### config.mk
export PLATFORM = sky130hd
export DESIGN_NAME = raf_flow_ctrl
export DESIGN_NICKNAME = d
export VERILOG_FILES = /design/src/inc/raf_pkg.sv /design/src/hw/raf_flow_ctrl.sv /design/src/hw/raf_ahb_slave.sv /design/src/hw/raf_jam_timer.sv
export SDC_FILE = /design/constraint.sdc
export NUM_CORES = 1
export LEC_CHECK = 0
export ABC_CLOCK_PERIOD_IN_PS = 14100
export BUFFER_PORTS_ARGS = -buffer_cell sky130_fd_sc_hd__buf_2
export CAP_MARGIN = 25
export CORE_ASPECT_RATIO = 1.5
export CORE_MARGIN = 5
export CORE_UTILIZATION = 35
export CTS_CLUSTER_DIAMETER = 30
export DETAILED_ROUTE_END_ITERATION = 6
export HOLD_SLACK_MARGIN = 0.02
export PLACE_DENSITY_LB_ADDON = 0.15
export SYNTH_ARGS = -nofsm -noshare
export SYNTH_HDL_FRONTEND = slang
export SYNTH_SLANG_ARGS = --single-unit
export TNS_END_PERCENT = 30
### constraint.sdc
create_clock -name I_CORE_CLK -period 14.1 [get_ports I_CORE_CLK]
set_input_delay 2.82 -clock I_CORE_CLK [delete_from_list [all_inputs] [get_ports I_CORE_CLK]]
set_output_delay 2.82 -clock I_CORE_CLK [all_outputs]
set_load 0.01 [all_outputs]
### src/inc/raf_pkg.sv
// constants and types of the receive automatic flow-control block
//
// Function
// - The high level field [23:16] times 64 bytes is the trigger level.
// - In full duplex reaching it sends exactly one pause with the MAC time.
// - In half duplex each matching frame is jammed for the duration field.
// - The low level field [15:8] times 64 bytes sends a zero-time pause.
// - The zero pause follows only a sent pause and only while enabled.
// - The duration field [7:4] sets jam length and is unused in full duplex.
// - Bit 3 jams multicast frames past the level; unused in full duplex.
// - Bit 2 jams broadcast frames past the level; unused in full duplex.
// - Bit 1 jams own-address frames past the level; unused in full duplex.
// - Bit 0 acts on any frame and alone enables full-duplex pause.
// - Half duplex any-frame mode jams at the next preamble, no decode.
// - Full duplex any-frame mode requests a pause as the level is reached.
// - Bit 0 set makes bits 3 to 1 ignored.
// - With the transmitter off no pause is sent and no jam applied.
// - Duration codes 0..F give 5..600 us, plus 2.2 us at 10 Mb/s.
package raf_pkg;
   // clock
   localparam int unsigned CORE_CLK_MHZ       = 200;
   localparam int unsigned CORE_CLK_PERIOD_NS = 5;
   // register map
   localparam logic [31:0] CFG_OFFSET  = 32'h0000_00AC;
   localparam logic [31:0] STAT_OFFSET = 32'h0000_00B8;
   localparam logic [31:0] CFG_RESET   = 32'h0000_0000;
   // field positions of the config register
   localparam int HI_LSB   = 16;
   localparam int LO_LSB   = 8;
   localparam int DUR_LSB  = 4;
   localparam int MULT_BIT = 3;
   localparam int BRD_BIT  = 2;
   localparam int OWN_BIT  = 1;
   localparam int ANY_BIT  = 0;
   // widths
   localparam int LEVEL_W = 15;
   localparam int JAM_W   = 18;
   // jam durations in tenths of a microsecond at 100 Mb/s
   localparam int unsigned JAM_TENTHS_US [16] = '{
      50, 100, 150, 250, 500, 1000, 1500, 2000,
      2500, 3000, 3500, 4000, 4500, 5000, 5500, 6000};
   localparam int unsigned JAM_10M_EXTRA_TENTHS = 22;
   localparam int unsigned TENTHS_PER_US        = 10;
   // bus encodings
   localparam logic [1:0] HTRANS_NONSEQ = 2'h2;
   localparam logic [2:0] HSIZE_WORD    = 3'h2;
   // full-duplex pause sequencer
   typedef enum logic [3:0] {
      FC_IDLE   = 4'h1,
      FC_XOFF   = 4'h2,
      FC_PAUSED = 4'h4,
      FC_XON    = 4'h8
   } raf_fc_state_t;
endpackage

### src/hw/raf_flow_ctrl.sv
// receive automatic flow control: pause frames and backpressure jamming
`timescale 1ns/100ps
module raf_flow_ctrl
   import raf_pkg::*;
#(
   parameter int unsigned JAM_CYC_PER_US = CORE_CLK_MHZ
)
(
   input  wire logic               I_CORE_CLK,
   input  wire logic               I_SYS_RST,
   // register bus
   input  wire logic               I_HSEL,
   input  wire logic [31:0]        I_HADDR,
   input  wire logic [1:0]         I_HTRANS,
   input  wire logic               I_HWRITE,
   input  wire logic [2:0]         I_HSIZE,
   input  wire logic [31:0]        I_HWDATA,
   input  wire logic               I_HREADY,
   output logic [31:0]             O_HRDATA,
   output logic                    O_HREADYOUT,
   output logic                    O_HRESP,
   // receive side
   input  wire logic [LEVEL_W-1:0] I_RX_FIFO_LEVEL,
   input  wire logic               I_RX_PREAMBLE,
   input  wire logic               I_RX_ADDR_VALID,
   input  wire logic               I_RX_MULTICAST,
   input  wire logic               I_RX_BROADCAST,
   input  wire logic               I_RX_OWN_ADDRESS,
   // MAC mode and transmit side
   input  wire logic               I_FULL_DUPLEX,
   input  wire logic               I_SPEED_100,
   input  wire logic               I_TX_ENABLE,
   input  wire logic [15:0]        I_PAUSE_TIME_VALUE,
   input  wire logic               I_PAUSE_DONE,
   output logic                    O_PAUSE_REQ,
   output logic [15:0]             O_PAUSE_TIME,
   output logic                    O_JAM
);
   //------------------------------------------------------------------
   // state
   //------------------------------------------------------------------
   typedef struct packed {
      logic [7:0]    flow_high_level;
      logic [7:0]    flow_low_level;
      logic [3:0]    jam_duration;
      logic          flow_on_multicast;
      logic          flow_on_broadcast;
      logic          flow_on_own_address;
      logic          flow_on_any_frame;
      raf_fc_state_t fc;
      logic          pause_req;
      logic [15:0]   pause_time;
      logic          pause_sent;
      logic          jam_start;
   } raf_top_st_t;

   raf_top_st_t        st;
   raf_top_st_t        next_st;

   logic               wr_en;
   logic [31:0]        bus_addr;
   logic [31:0]        rd_data;
   logic [LEVEL_W-1:0] hi_bytes;
   logic [LEVEL_W-1:0] lo_bytes;
   logic               at_high;
   logic               below_low;
   logic               auto_en;
   logic               fd_on;
   logic               fd_go;
   logic               hd_go;
   logic               addr_match;
   logic               jam_trig;
   logic               jam_abort;
   logic               jam_busy;

   //------------------------------------------------------------------
   // bus slave
   //------------------------------------------------------------------
   raf_ahb_slave u_bus (
      .i_clk       (I_CORE_CLK),
      .i_rst       (I_SYS_RST),
      .i_hsel      (I_HSEL),
      .i_haddr     (I_HADDR),
      .i_htrans    (I_HTRANS),
      .i_hwrite    (I_HWRITE),
      .i_hsize     (I_HSIZE),
      .i_hready    (I_HREADY),
      .i_rd_data   (rd_data),
      .o_hreadyout (O_HREADYOUT),
      .o_hresp     (O_HRESP),
      .o_hrdata    (O_HRDATA),
      .o_wr_en     (wr_en),
      .o_addr      (bus_addr)
   );

   //------------------------------------------------------------------
   // level compare
   //------------------------------------------------------------------
   // levels scaled to bytes
   assign hi_bytes = {1'b0, st.flow_high_level, 6'h00};
   assign lo_bytes = {1'b0, st.flow_low_level, 6'h00};
   assign at_high   = I_RX_FIFO_LEVEL >= hi_bytes;
   assign below_low = I_RX_FIFO_LEVEL < lo_bytes;

   //------------------------------------------------------------------
   // mode qualifiers
   //------------------------------------------------------------------
   assign auto_en = st.flow_on_any_frame | st.flow_on_multicast
                  | st.flow_on_broadcast | st.flow_on_own_address;
   assign fd_on = I_FULL_DUPLEX && st.flow_on_any_frame;
   assign fd_go = fd_on && I_TX_ENABLE;
   assign hd_go = !I_FULL_DUPLEX && I_TX_ENABLE && at_high;
   assign addr_match = !st.flow_on_any_frame
      && ((st.flow_on_multicast && I_RX_MULTICAST)
       || (st.flow_on_broadcast && I_RX_BROADCAST)
       || (st.flow_on_own_address && I_RX_OWN_ADDRESS));
   assign jam_trig = hd_go
      && ((st.flow_on_any_frame && I_RX_PREAMBLE)
       || (I_RX_ADDR_VALID && addr_match));
   assign jam_abort = I_FULL_DUPLEX || !I_TX_ENABLE;

   //------------------------------------------------------------------
   // jam timer
   //------------------------------------------------------------------
   // jam for programmed time
   raf_jam_timer #(
      .CYC_PER_US (JAM_CYC_PER_US)
   ) u_jam (
      .i_clk       (I_CORE_CLK),
      .i_rst       (I_SYS_RST),
      .i_start     (st.jam_start),
      .i_abort     (jam_abort),
      .i_code      (st.jam_duration),
      .i_speed_100 (I_SPEED_100),
      .o_busy      (jam_busy)
   );

   //------------------------------------------------------------------
   // register read mux
   //------------------------------------------------------------------
   always_comb begin
      case (bus_addr)
         CFG_OFFSET: begin
            rd_data = {8'h00, st.flow_high_level, st.flow_low_level,
                       st.jam_duration, st.flow_on_multicast,
                       st.flow_on_broadcast, st.flow_on_own_address,
                       st.flow_on_any_frame};
         end
         STAT_OFFSET: begin
            rd_data = {24'h00_0000, st.fc, st.pause_req, jam_busy,
                       st.pause_sent, at_high};
         end
         default: begin
            rd_data = 32'h0000_0000;   // unmapped reads as zero
         end
      endcase
   end

   //------------------------------------------------------------------
   // next state
   //------------------------------------------------------------------
   always_comb begin
      next_st = st;
      // config write
      if (wr_en && bus_addr == CFG_OFFSET) begin
         next_st.flow_high_level     = I_HWDATA[HI_LSB +: 8];
         next_st.flow_low_level      = I_HWDATA[LO_LSB +: 8];
         next_st.jam_duration        = I_HWDATA[DUR_LSB +: 4];
         next_st.flow_on_multicast   = I_HWDATA[MULT_BIT];
         next_st.flow_on_broadcast   = I_HWDATA[BRD_BIT];
         next_st.flow_on_own_address = I_HWDATA[OWN_BIT];
         next_st.flow_on_any_frame   = I_HWDATA[ANY_BIT];
      end
      next_st.jam_start = jam_trig && !jam_busy;
      // full-duplex pause sequencer
      case (st.fc)
         FC_IDLE: begin
            next_st.pause_sent = 1'b0;
            if (fd_go && at_high) begin
               next_st.fc         = FC_XOFF;
               next_st.pause_req  = 1'b1;
               next_st.pause_time = I_PAUSE_TIME_VALUE;
            end
         end
         FC_XOFF: begin
            if (!fd_go) begin
               next_st.fc        = FC_IDLE;
               next_st.pause_req = 1'b0;
            end else if (I_PAUSE_DONE) begin
               next_st.fc         = FC_PAUSED;
               next_st.pause_req  = 1'b0;
               next_st.pause_sent = 1'b1;
            end
         end
         FC_PAUSED: begin
            if (!fd_on) begin
               next_st.fc         = FC_IDLE;
               next_st.pause_sent = 1'b0;
            end else if (I_TX_ENABLE && below_low) begin
               next_st.fc         = FC_XON;
               next_st.pause_req  = 1'b1;
               next_st.pause_time = 16'h0000;
            end
         end
         FC_XON: begin
            if (!fd_go) begin
               next_st.fc        = FC_PAUSED;
               next_st.pause_req = 1'b0;
            end else if (I_PAUSE_DONE) begin
               next_st.fc         = FC_IDLE;
               next_st.pause_req  = 1'b0;
               next_st.pause_sent = 1'b0;
            end
         end
         default: begin
            next_st.fc         = FC_IDLE;
            next_st.pause_req  = 1'b0;
            next_st.pause_sent = 1'b0;
         end
      endcase
   end

   //------------------------------------------------------------------
   // state register
   //------------------------------------------------------------------
   always_ff @(posedge I_CORE_CLK) begin
      if (I_SYS_RST) begin
         st    <= '0;
         st.fc <= FC_IDLE;
         {st.flow_high_level, st.flow_low_level, st.jam_duration,
          st.flow_on_multicast, st.flow_on_broadcast,
          st.flow_on_own_address, st.flow_on_any_frame}
            <= CFG_RESET[23:0];
      end else begin
         st <= next_st;
      end
   end

   assign O_PAUSE_REQ  = st.pause_req;
   assign O_PAUSE_TIME = st.pause_time;
   assign O_JAM        = jam_busy;
endmodule // raf_flow_ctrl

### src/hw/raf_ahb_slave.sv
// AHB-Lite slave front end with one wait state per transfer
`timescale 1ns/100ps
module raf_ahb_slave
   import raf_pkg::*;
(
   input  wire logic        i_clk,
   input  wire logic        i_rst,
   input  wire logic        i_hsel,
   input  wire logic [31:0] i_haddr,
   input  wire logic [1:0]  i_htrans,
   input  wire logic        i_hwrite,
   input  wire logic [2:0]  i_hsize,
   input  wire logic        i_hready,
   input  wire logic [31:0] i_rd_data,
   output logic             o_hreadyout,
   output logic             o_hresp,
   output logic [31:0]      o_hrdata,
   output logic             o_wr_en,
   output logic [31:0]      o_addr
);
   typedef struct packed {
      logic        pend;
      logic        write;
      logic [31:0] addr;
      logic        ready;
      logic [31:0] rdata;
   } raf_ahb_st_t;

   raf_ahb_st_t st;
   raf_ahb_st_t next_st;
   logic        take;

   // address phase capture, then answer one cycle later
   always_comb begin
      take    = i_hsel && i_hready && (i_htrans == HTRANS_NONSEQ);
      next_st = st;
      next_st.pend = 1'b0;
      if (st.pend) begin
         next_st.ready = 1'b1;
         next_st.rdata = st.write ? 32'h0000_0000 : i_rd_data;
      end else if (take) begin
         next_st.pend  = 1'b1;
         next_st.ready = 1'b0;
         next_st.write = i_hwrite && (i_hsize == HSIZE_WORD);
         next_st.addr  = i_haddr;
      end
   end

   always_ff @(posedge i_clk) begin
      if (i_rst) begin
         st       <= '0;
         st.ready <= 1'b1;
      end else begin
         st <= next_st;
      end
   end

   assign o_hreadyout = st.ready;
   assign o_hresp     = 1'b0;   // always OKAY
   assign o_hrdata    = st.rdata;
   assign o_wr_en     = st.pend && st.write;
   assign o_addr      = st.addr;
endmodule // raf_ahb_slave

### src/hw/raf_jam_timer.sv
// backpressure duration timer
`timescale 1ns/100ps
module raf_jam_timer
   import raf_pkg::*;
#(
   parameter int unsigned CYC_PER_US = CORE_CLK_MHZ
)
(
   input  wire logic       i_clk,
   input  wire logic       i_rst,
   input  wire logic       i_start,
   input  wire logic       i_abort,
   input  wire logic [3:0] i_code,
   input  wire logic       i_speed_100,
   output logic            o_busy
);
   typedef struct packed {
      logic             busy;
      logic [JAM_W-1:0] left;
   } raf_tmr_st_t;

   raf_tmr_st_t      st;
   raf_tmr_st_t      next_st;
   logic [JAM_W-1:0] load;

   always_comb begin
      load = JAM_W'(((JAM_TENTHS_US[i_code]
             + (i_speed_100 ? 0 : JAM_10M_EXTRA_TENTHS)) * CYC_PER_US)
             / TENTHS_PER_US);
      next_st = st;
      if (i_abort) begin
         next_st = '0;
      end else if (i_start && !st.busy) begin
         next_st.busy = 1'b1;
         next_st.left = load;
      end else if (st.busy) begin
         if (st.left == JAM_W'(1)) begin
            next_st.busy = 1'b0;
         end
         next_st.left = st.left - JAM_W'(1);
      end
   end

   always_ff @(posedge i_clk) begin
      if (i_rst) begin
         st <= '0;
      end else begin
         st <= next_st;
      end
   end

   assign o_busy = st.busy;
endmodule // raf_jam_timer

==> impl_metrics.csv, run 1 <==
group,metric,value,unit
clock_network,clk_latency,420,ps
worst_setup_path,path_max_fanout,8,
routing,dr_wl_met2,22000,µm
routing,vias,13100,
grt,grt.total_usage,21.5,%
die,core_area,32400,µm²
routing,top_layer,"met4",
timing,hold_viol,0,
yosys,synthesis.area,11400,µm²
routing,drt_drc_violations_left,0,
timing,setup_viol,2,
finish,area.growth.synth_to_final,45.8,%
outcome,status,"finished, violations left",
placed_design,place.detailed.hpwl,31200,µm
power,leakagePower,7.11,nW
yosys,yosys.area.top_type_share,22.0,%
clock_network,clock-sinks,125,
timing,fin_crit_sh,102,%
worst_setup_path,rrSetupSlack,1000,ps
finish,n_fill_cell,3218,
routing,met1_length,15100,µm
worst_setup_path,end_kind,"register",
die,num_rows,81,
routing,wire_per_inst,16.9,µm
yosys,ys_ff_latch,125,
die,die_h,231,µm
yosys,synth_edf_count,0,
timing,finalMaxSlewViolations,0,
worst_setup_path,reg2reg_depth,62,
routing,antenna_left,0,
power,p_sw_share,43.3,%
worst_setup_path,required,14440,ps
yosys,synth_cell_types,113,
worst_setup_path,slowest_delay,530,ps
clock_network,cts_tree,"yes",
clock_network,cts_root_buffer,"clkbuf_16",
clock_network,cts_buffers,17,
clock_network,path_clk_slew,60,ps
die,start_util,35.1,%
finish,drive_gt1_share,38.5,%
timing,rsz0062_at_grt,"true",
routing,route.met3.wl,1530,µm
grt,grt_pass1_vias,13300,
placed_design,gp_congestion,0.909,
yosys,synth_area_per_cell,7.40,µm²
clock_network,clockBufferDepth,2,
worst_setup_path,crit_top_cell,"buf_4",
finish,postLayoutCellArea,16600,µm²
hold_path,hold_end,"O_PAUSE_TIME[2]",
grt,grt_max_degree,58,
worst_setup_path,cp-start-kind,"input pin",
die,die-area,36300,µm²
yosys,ys_top_cells_by_count,"214 x nand2_1, 162 x a21oi_1, 125 x dfxtp_1, 107 x nor2_1, 74 x ha_1",
worst_setup_path,r2r-start,"st[30]",
timing,maxSlewHeadroom,29.1,%
power,pwr-share-clk,12.3,%
timing,setup_tns,-644,ps
routing,dr.pass1.iters,5,
worst_setup_path,crit_slowest_cell,"or4_1",
timing,finalHoldWorstSlack,445,ps
die,io_pins,166,
finish,diodes,0,
yosys,ys_async_sr_fraction,0,%
timing,fin_ws,-329,ps
run,drv_cap,0,
outcome,failed_checks,"setup timing",
hold_path,min-delay-start,"O_PAUSE_TIME[2]",
power,total_power,0.00360,W
grt,grt_pass1_wl,64700,µm
placed_design,placed_area,14800,µm²
power,p_int,0.00204,W
yosys,synth_cells,1540,
timing,fmax,0.0693,GHz
yosys,synth_top_flop_cell,"dfxtp_1",
routing,routed_wl,40200,µm
finish,fin_nets,2148,
timing,skew,6.98,ps
yosys,yosys_warnings,0,
worst_setup_path,path_class,"input pin to register",
timing,min_period,14430,ps
hold_path,hold_depth,2,
hold_path,hp-class,"register to register",
grt,antenna_found_initial,0,
power,p_seq_share,10.1,%
clock_network,htreeDepth,4,
placed_design,port_buffers,148,
grt,overflow,0,
power,pwr-share-comb,77.5,%
yosys,synth_top_cells_by_area,"dfxtp_1 22%, ha_1 8.1%, a21oi_1 7.1%",
die,die_x,157,µm
yosys,synth.most_common_cell,"nand2_1",
timing,tightest_slew,1060,ps
yosys,seq_area_frac_synth,22.0,%
worst_setup_path,r2r-end,"u_jam.st[0]",
worst_setup_path,arrival,14770,ps
power,switching_power,0.00156,W
routing,viasPerCell,5.49,
power,powerDensity,217,nW/µm²
routing,drtIter0Drc,548,
power,ir_drop,0.256,mV
yosys,netlist.top_cell.by_area,"dfxtp_1",
==> flip-flops by register name, summed over array words and instances (netlist names) <==
name               flops
O_PAUSE_REQ            1
O_PAUSE_TIME          16
hi_bytes               8
lo_bytes               8
st                    14
u_bus.o_addr          32
u_bus.o_hrdata        24
u_bus.o_hreadyout      1
u_bus.st               2
u_jam.o_busy           1
u_jam.st              18
==> logic make-up (layout without fill, tap and decap cells) <==
logic type,count (synthesis),in the layout,share of synthesized area [%]
XOR/XNOR,30,30,2.37
AND/OR/NAND/NOR,605,605,26.2
flip-flops,125,125,22.0
adder cells (fa/ha/maj),83,83,9.62
buffers and inverters,199,615,8.47
multiplexers,11,11,1.05
AO/OA/AOI/OAI,486,486,30.3
other,1,10,0.0329
==> critical path: cells and delay by family <==
| kind | cells | cell delay (ps) |
|---|---|---|
| AO/OA/AOI/OAI | 23 | 5320 |
| adder cells (fa/ha/maj) | 7 | 2110 |
| buffers and inverters | 17 | 1890 |
| XOR/XNOR | 1 | 190 |
| AND/OR/NAND/NOR | 13 | 2450 |
==> metrics by stage <==
stage          instances  setup slack (ps)  util (%)
2_1_floorplan       1549              -203         -
3_3_place_gp        2290             -1060      45.6
3_5_place_dp        2292             -1200      45.7
4_1_cts             2369              -243      50.2
5_1_grt             2380              -865      51.2
6_report            2380              -329      51.2
==> worst max path at each step <==
| stage | startpoint | end | depth (start not counted) |
|---|---|---|---|
| after floorplan | I_SPEED_100 | u_jam.st[0] | 52 |
| after global placement | I_SPEED_100 | u_jam.st[0] | 56 |
| after detailed placement | I_SPEED_100 | u_jam.st[0] | 55 |
| after CTS | I_SPEED_100 | u_jam.st[0] | 62 |
| after global routing | I_SPEED_100 | u_jam.st[0] | 63 |
| final | I_SPEED_100 | u_jam.st[0] | 61 |
==> cell type report <==
class	count	area [µm²]	share of cell area [%]
Tap cell	415	519	3.13
Clock inverter	12	144	0.866
Sequential cell	125	2500	15.1
Clock buffer	20	457	2.75
Timing Repair Buffer	516	3580	21.6
Multi-Input combinational cell	1225	9160	55.1
Inverter	67	256	1.54
==> placed cells by master (no fill, tap or decap), types with 10 or more instances in the layout <==
cell | Yosys | routed
a211oi_1 | 21 | 16
o21ai_0 | 48 | 46
a31oi_1 | 17 | 13
ha_1 | 74 | 69
conb_1 | 1 | 10
a21oi_2 | 2 | 19
buf_2 | 15 | 148
nor2b_1 | 25 | 25
and2_1 | 19 | 16
a22o_1 | 26 | 26
xor2_1 | 14 | 13
nor4_1 | 32 | 24
a21o_1 | 18 | 18
clkbuf_16 | 0 | 17
o211ai_1 | 17 | 17
nand4_1 | 12 | 12
nand3_1 | 59 | 56
dfxtp_1 | 125 | 125
nand2b_1 | 11 | 10
nand2_1 | 214 | 208
a211o_1 | 12 | 11
inv_1 | 65 | 61
nor2_1 | 107 | 100
a21oi_1 | 162 | 139
buf_4 | 51 | 357
xnor2_1 | 15 | 11
nor3_1 | 50 | 40
==> power by group through the flow <==
stage	combinational (W)	clock, W	sequential, W
4_1_cts	0.00261	0.000454	0.000365
3_3_place_gp	0.00227	0	0.000372
2_1_floorplan	0.00140	0	0.000371
5_1_grt	0.00300	0.000467	0.000366
6_report	0.00279	0.000444	0.000365
3_5_place_dp	0.00230	0	0.000373
==> layer usage <==
layer / global-route usage [%] / vias up
li1: - / 6475
met1: 22.0 / 6200
met2: 41.8 / 295
met3: 3.54 / 103
met4: 9.23 / 0
met5: 0 / -
==> repair_timing <==
item	4_1_cts	5_1_grt
hold buffers	0	0
pin swaps	65	36
cloned	1	0
resized for setup	93	45
setup endpoints to repair	3	4
buffers inserted	44	10
(Power assumes the default switching activity.)
==> run 2, diff against run 1 <==
TNS_END_PERCENT = unset   (was 30)
==> run 2 against run 1 <==
  * The run still ends with setup timing left
  * Critical path depth unchanged
  * Die area unchanged
  * Total power up 2.1%
  * Clock skew up 2.3 ps
  * Routed wire length down 0.60%
  * Clock power up 5.6%
  * Combinational power up 2%
  * Non-clock buffer count unchanged
  * Flip-flop and latch count unchanged
  * Design area up 0.84%
  * Highest routed layer unchanged
  * Count of clock-buffer cells in the layout down 1
  * First-iteration DRC count down 15%
==> impl_metrics.csv, run 2 (synthesized netlist as in run 1, its figures left out) <==
group,metric,value,unit
outcome,status,"finished, violations left",
outcome,failed_checks,"setup timing",
finish,fin_cells,2380,
routing,antenna_left,0,
worst_setup_path,arrival,14810,ps
timing,min_period,14460,ps
clock_network,cts_tree,"yes",
power,p_seq_share,9.9,%
timing,fmax,0.0692,GHz
finish,final_cell_mix,"356 x buf_4, 207 x nand2_1, 147 x buf_2, 143 x a21oi_1, 125 x dfxtp_1",
die,io_pins,166,
power,pwr-share-comb,77.3,%
finish,area.sequential,2500,µm²
timing,finalHoldWorstSlack,449,ps
power,p_int,0.00207,W
timing,setup_tns,-697,ps
worst_setup_path,crit_top_cell,"buf_4",
finish,n_fill_cell,3127,
grt,grt_pass1_wl,64100,µm
timing,skew,9.24,ps
finish,largest_reg_flops,32,
power,p_sw_share,43.7,%
grt,overflow,0,
worst_setup_path,required,14450,ps
routing,vias,13100,
power,ir_drop,0.294,mV
timing,rsz0062_at_grt,"true",
timing,maxSlewHeadroom,28.9,%
placed_design,port_buffers,148,
power,pwr-share-clk,12.8,%
worst_setup_path,cp-start-kind,"input pin",
worst_setup_path,slowest_delay,520,ps
hold_path,hp-class,"register to register",
finish,final_common_cell,"buf_4",
worst_setup_path,path_class,"input pin to register",
placed_design,gp_congestion,0.901,
timing,tightest_slew,1060,ps
timing,hold_viol,0,
finish,area.growth.synth_to_final,47.0,%
grt,grt_max_degree,48,
worst_setup_path,path_max_fanout,7,
finish,fin_nets,2148,
placed_design,placed_area,14800,µm²
power,powerDensity,220,nW/µm²
routing,routed_wl,40000,µm
clock_network,clock-sinks,125,
grt,antenna_found_initial,0,
clock_network,path_clk_slew,60,ps
placed_design,place.detailed.hpwl,30500,µm
routing,dr.pass1.iters,5,
routing,wire_per_inst,16.8,µm
routing,drtIter0Drc,467,
routing,drt_drc_violations_left,0,
clock_network,htreeDepth,4,
power,switching_power,0.00161,W
worst_setup_path,end_kind,"register",
clock_network,clockBufferDepth,2,
finish,multi_input_area,9270,µm²
die,die_h,231,µm
finish,drive_gt1_share,39.0,%
finish,diodes,0,
run,drv_cap,0,
die,num_rows,81,
worst_setup_path,rrSetupSlack,910,ps
die,start_util,35.1,%
placed_design,dp.cells,2286,
clock_network,cts_hold_buffers,0,
grt,grt_pass1_vias,13200,
clock_network,cts_root_buffer,"clkbuf_16",
die,core_area,32400,µm²
die,die-area,36300,µm²
timing,fin_crit_sh,103,%
die,die_x,157,µm
timing,setup_viol,2,
worst_setup_path,crit_slowest_cell,"fa_1",
clock_network,clk_latency,430,ps
grt,grt.total_usage,21.3,%
routing,viasPerCell,5.50,
timing,finalMaxSlewViolations,0,
finish,postLayoutCellArea,16800,µm²
power,leakagePower,7.14,nW
clock_network,cts_buffers,17,
timing,fin_ws,-358,ps
==> run 2: cell count changes in the layout (fill, tap and decap cells not counted), sizes merged <==
cell and delta:
clkinv -5, inv +6, clkbuf -1
==> run 2: metrics by stage <==
| step | total power [W] | utilization, % | setup slack, ps |
|---|---|---|---|
| 3_3_place_gp | 0.00261 | 45.5 | -1080 |
| 4_1_cts | 0.00333 | 49.9 | -186 |
| 2_1_floorplan | 0.00177 | - | -203 |
| 3_5_place_dp | 0.00262 | 45.5 | -1110 |
| 5_1_grt | 0.00392 | 51.7 | -828 |
| 6_report | 0.00368 | 51.7 | -358 |
==> run 2: per-layer routing <==
metal / part of all wire [%] / global-route usage, % / vias to the layer above
met4: 3.3 / 8.23 / 0
met1: 37 / 21.7 / 6188
li1: - / - / 6483
met5: 0 / 0 / -
met3: 4.0 / 3.79 / 89
met2: 55 / 41.9 / 329
==> run 2: timing repair <==
action | in CTS | in global routing
setup buffers | 40 | 21
resized for setup | 96 | 63
pin swaps | 51 | 48
setup endpoints to repair | 3 | 4
gates cloned | 1 | 0
==> run 2: area by class of cell <==
| cell class | count | share of cell area [%] |
|---|---|---|
| Multi-Input combinational cell | 1225 | 55.3 |
| Clock buffer | 19 | 2.64 |
| Tap cell | 415 | 3.10 |
| Inverter | 67 | 1.53 |
| Timing Repair Buffer | 516 | 21.4 |
| Clock inverter | 13 | 1.08 |
| Sequential cell | 125 | 14.9 |
==> run 2: power groups by stage <==
stage | combinational, W | sequential [W] | clock (W)
2_1_floorplan | 0.00140 | 0.000371 | 0
3_3_place_gp | 0.00224 | 0.000372 | 0
3_5_place_dp | 0.00225 | 0.000373 | 0
4_1_cts | 0.00248 | 0.000365 | 0.000480
5_1_grt | 0.00306 | 0.000365 | 0.000492
6_report | 0.00284 | 0.000365 | 0.000469
==> run 2: path summary, 6_finish.rpt <==
path                                      start               to  cells past startpoint
worst max register to register           st[29]      u_jam.st[0]                     62
worst min-delay path            O_PAUSE_TIME[0]  O_PAUSE_TIME[0]                      2
worst max-delay path                I_SPEED_100      u_jam.st[0]                     61
worst min register to register  O_PAUSE_TIME[0]  O_PAUSE_TIME[0]                      2
==> run 2: critical path: cells and delay by family <==
| family | cells | cell delay (ps) |
|---|---|---|
| AO/OA/AOI/OAI | 21 | 5400 |
| AND/OR/NAND/NOR | 16 | 2490 |
| adder cells (fa/ha/maj) | 7 | 1980 |
| buffers and inverters | 15 | 1700 |
| XOR/XNOR | 2 | 350 |
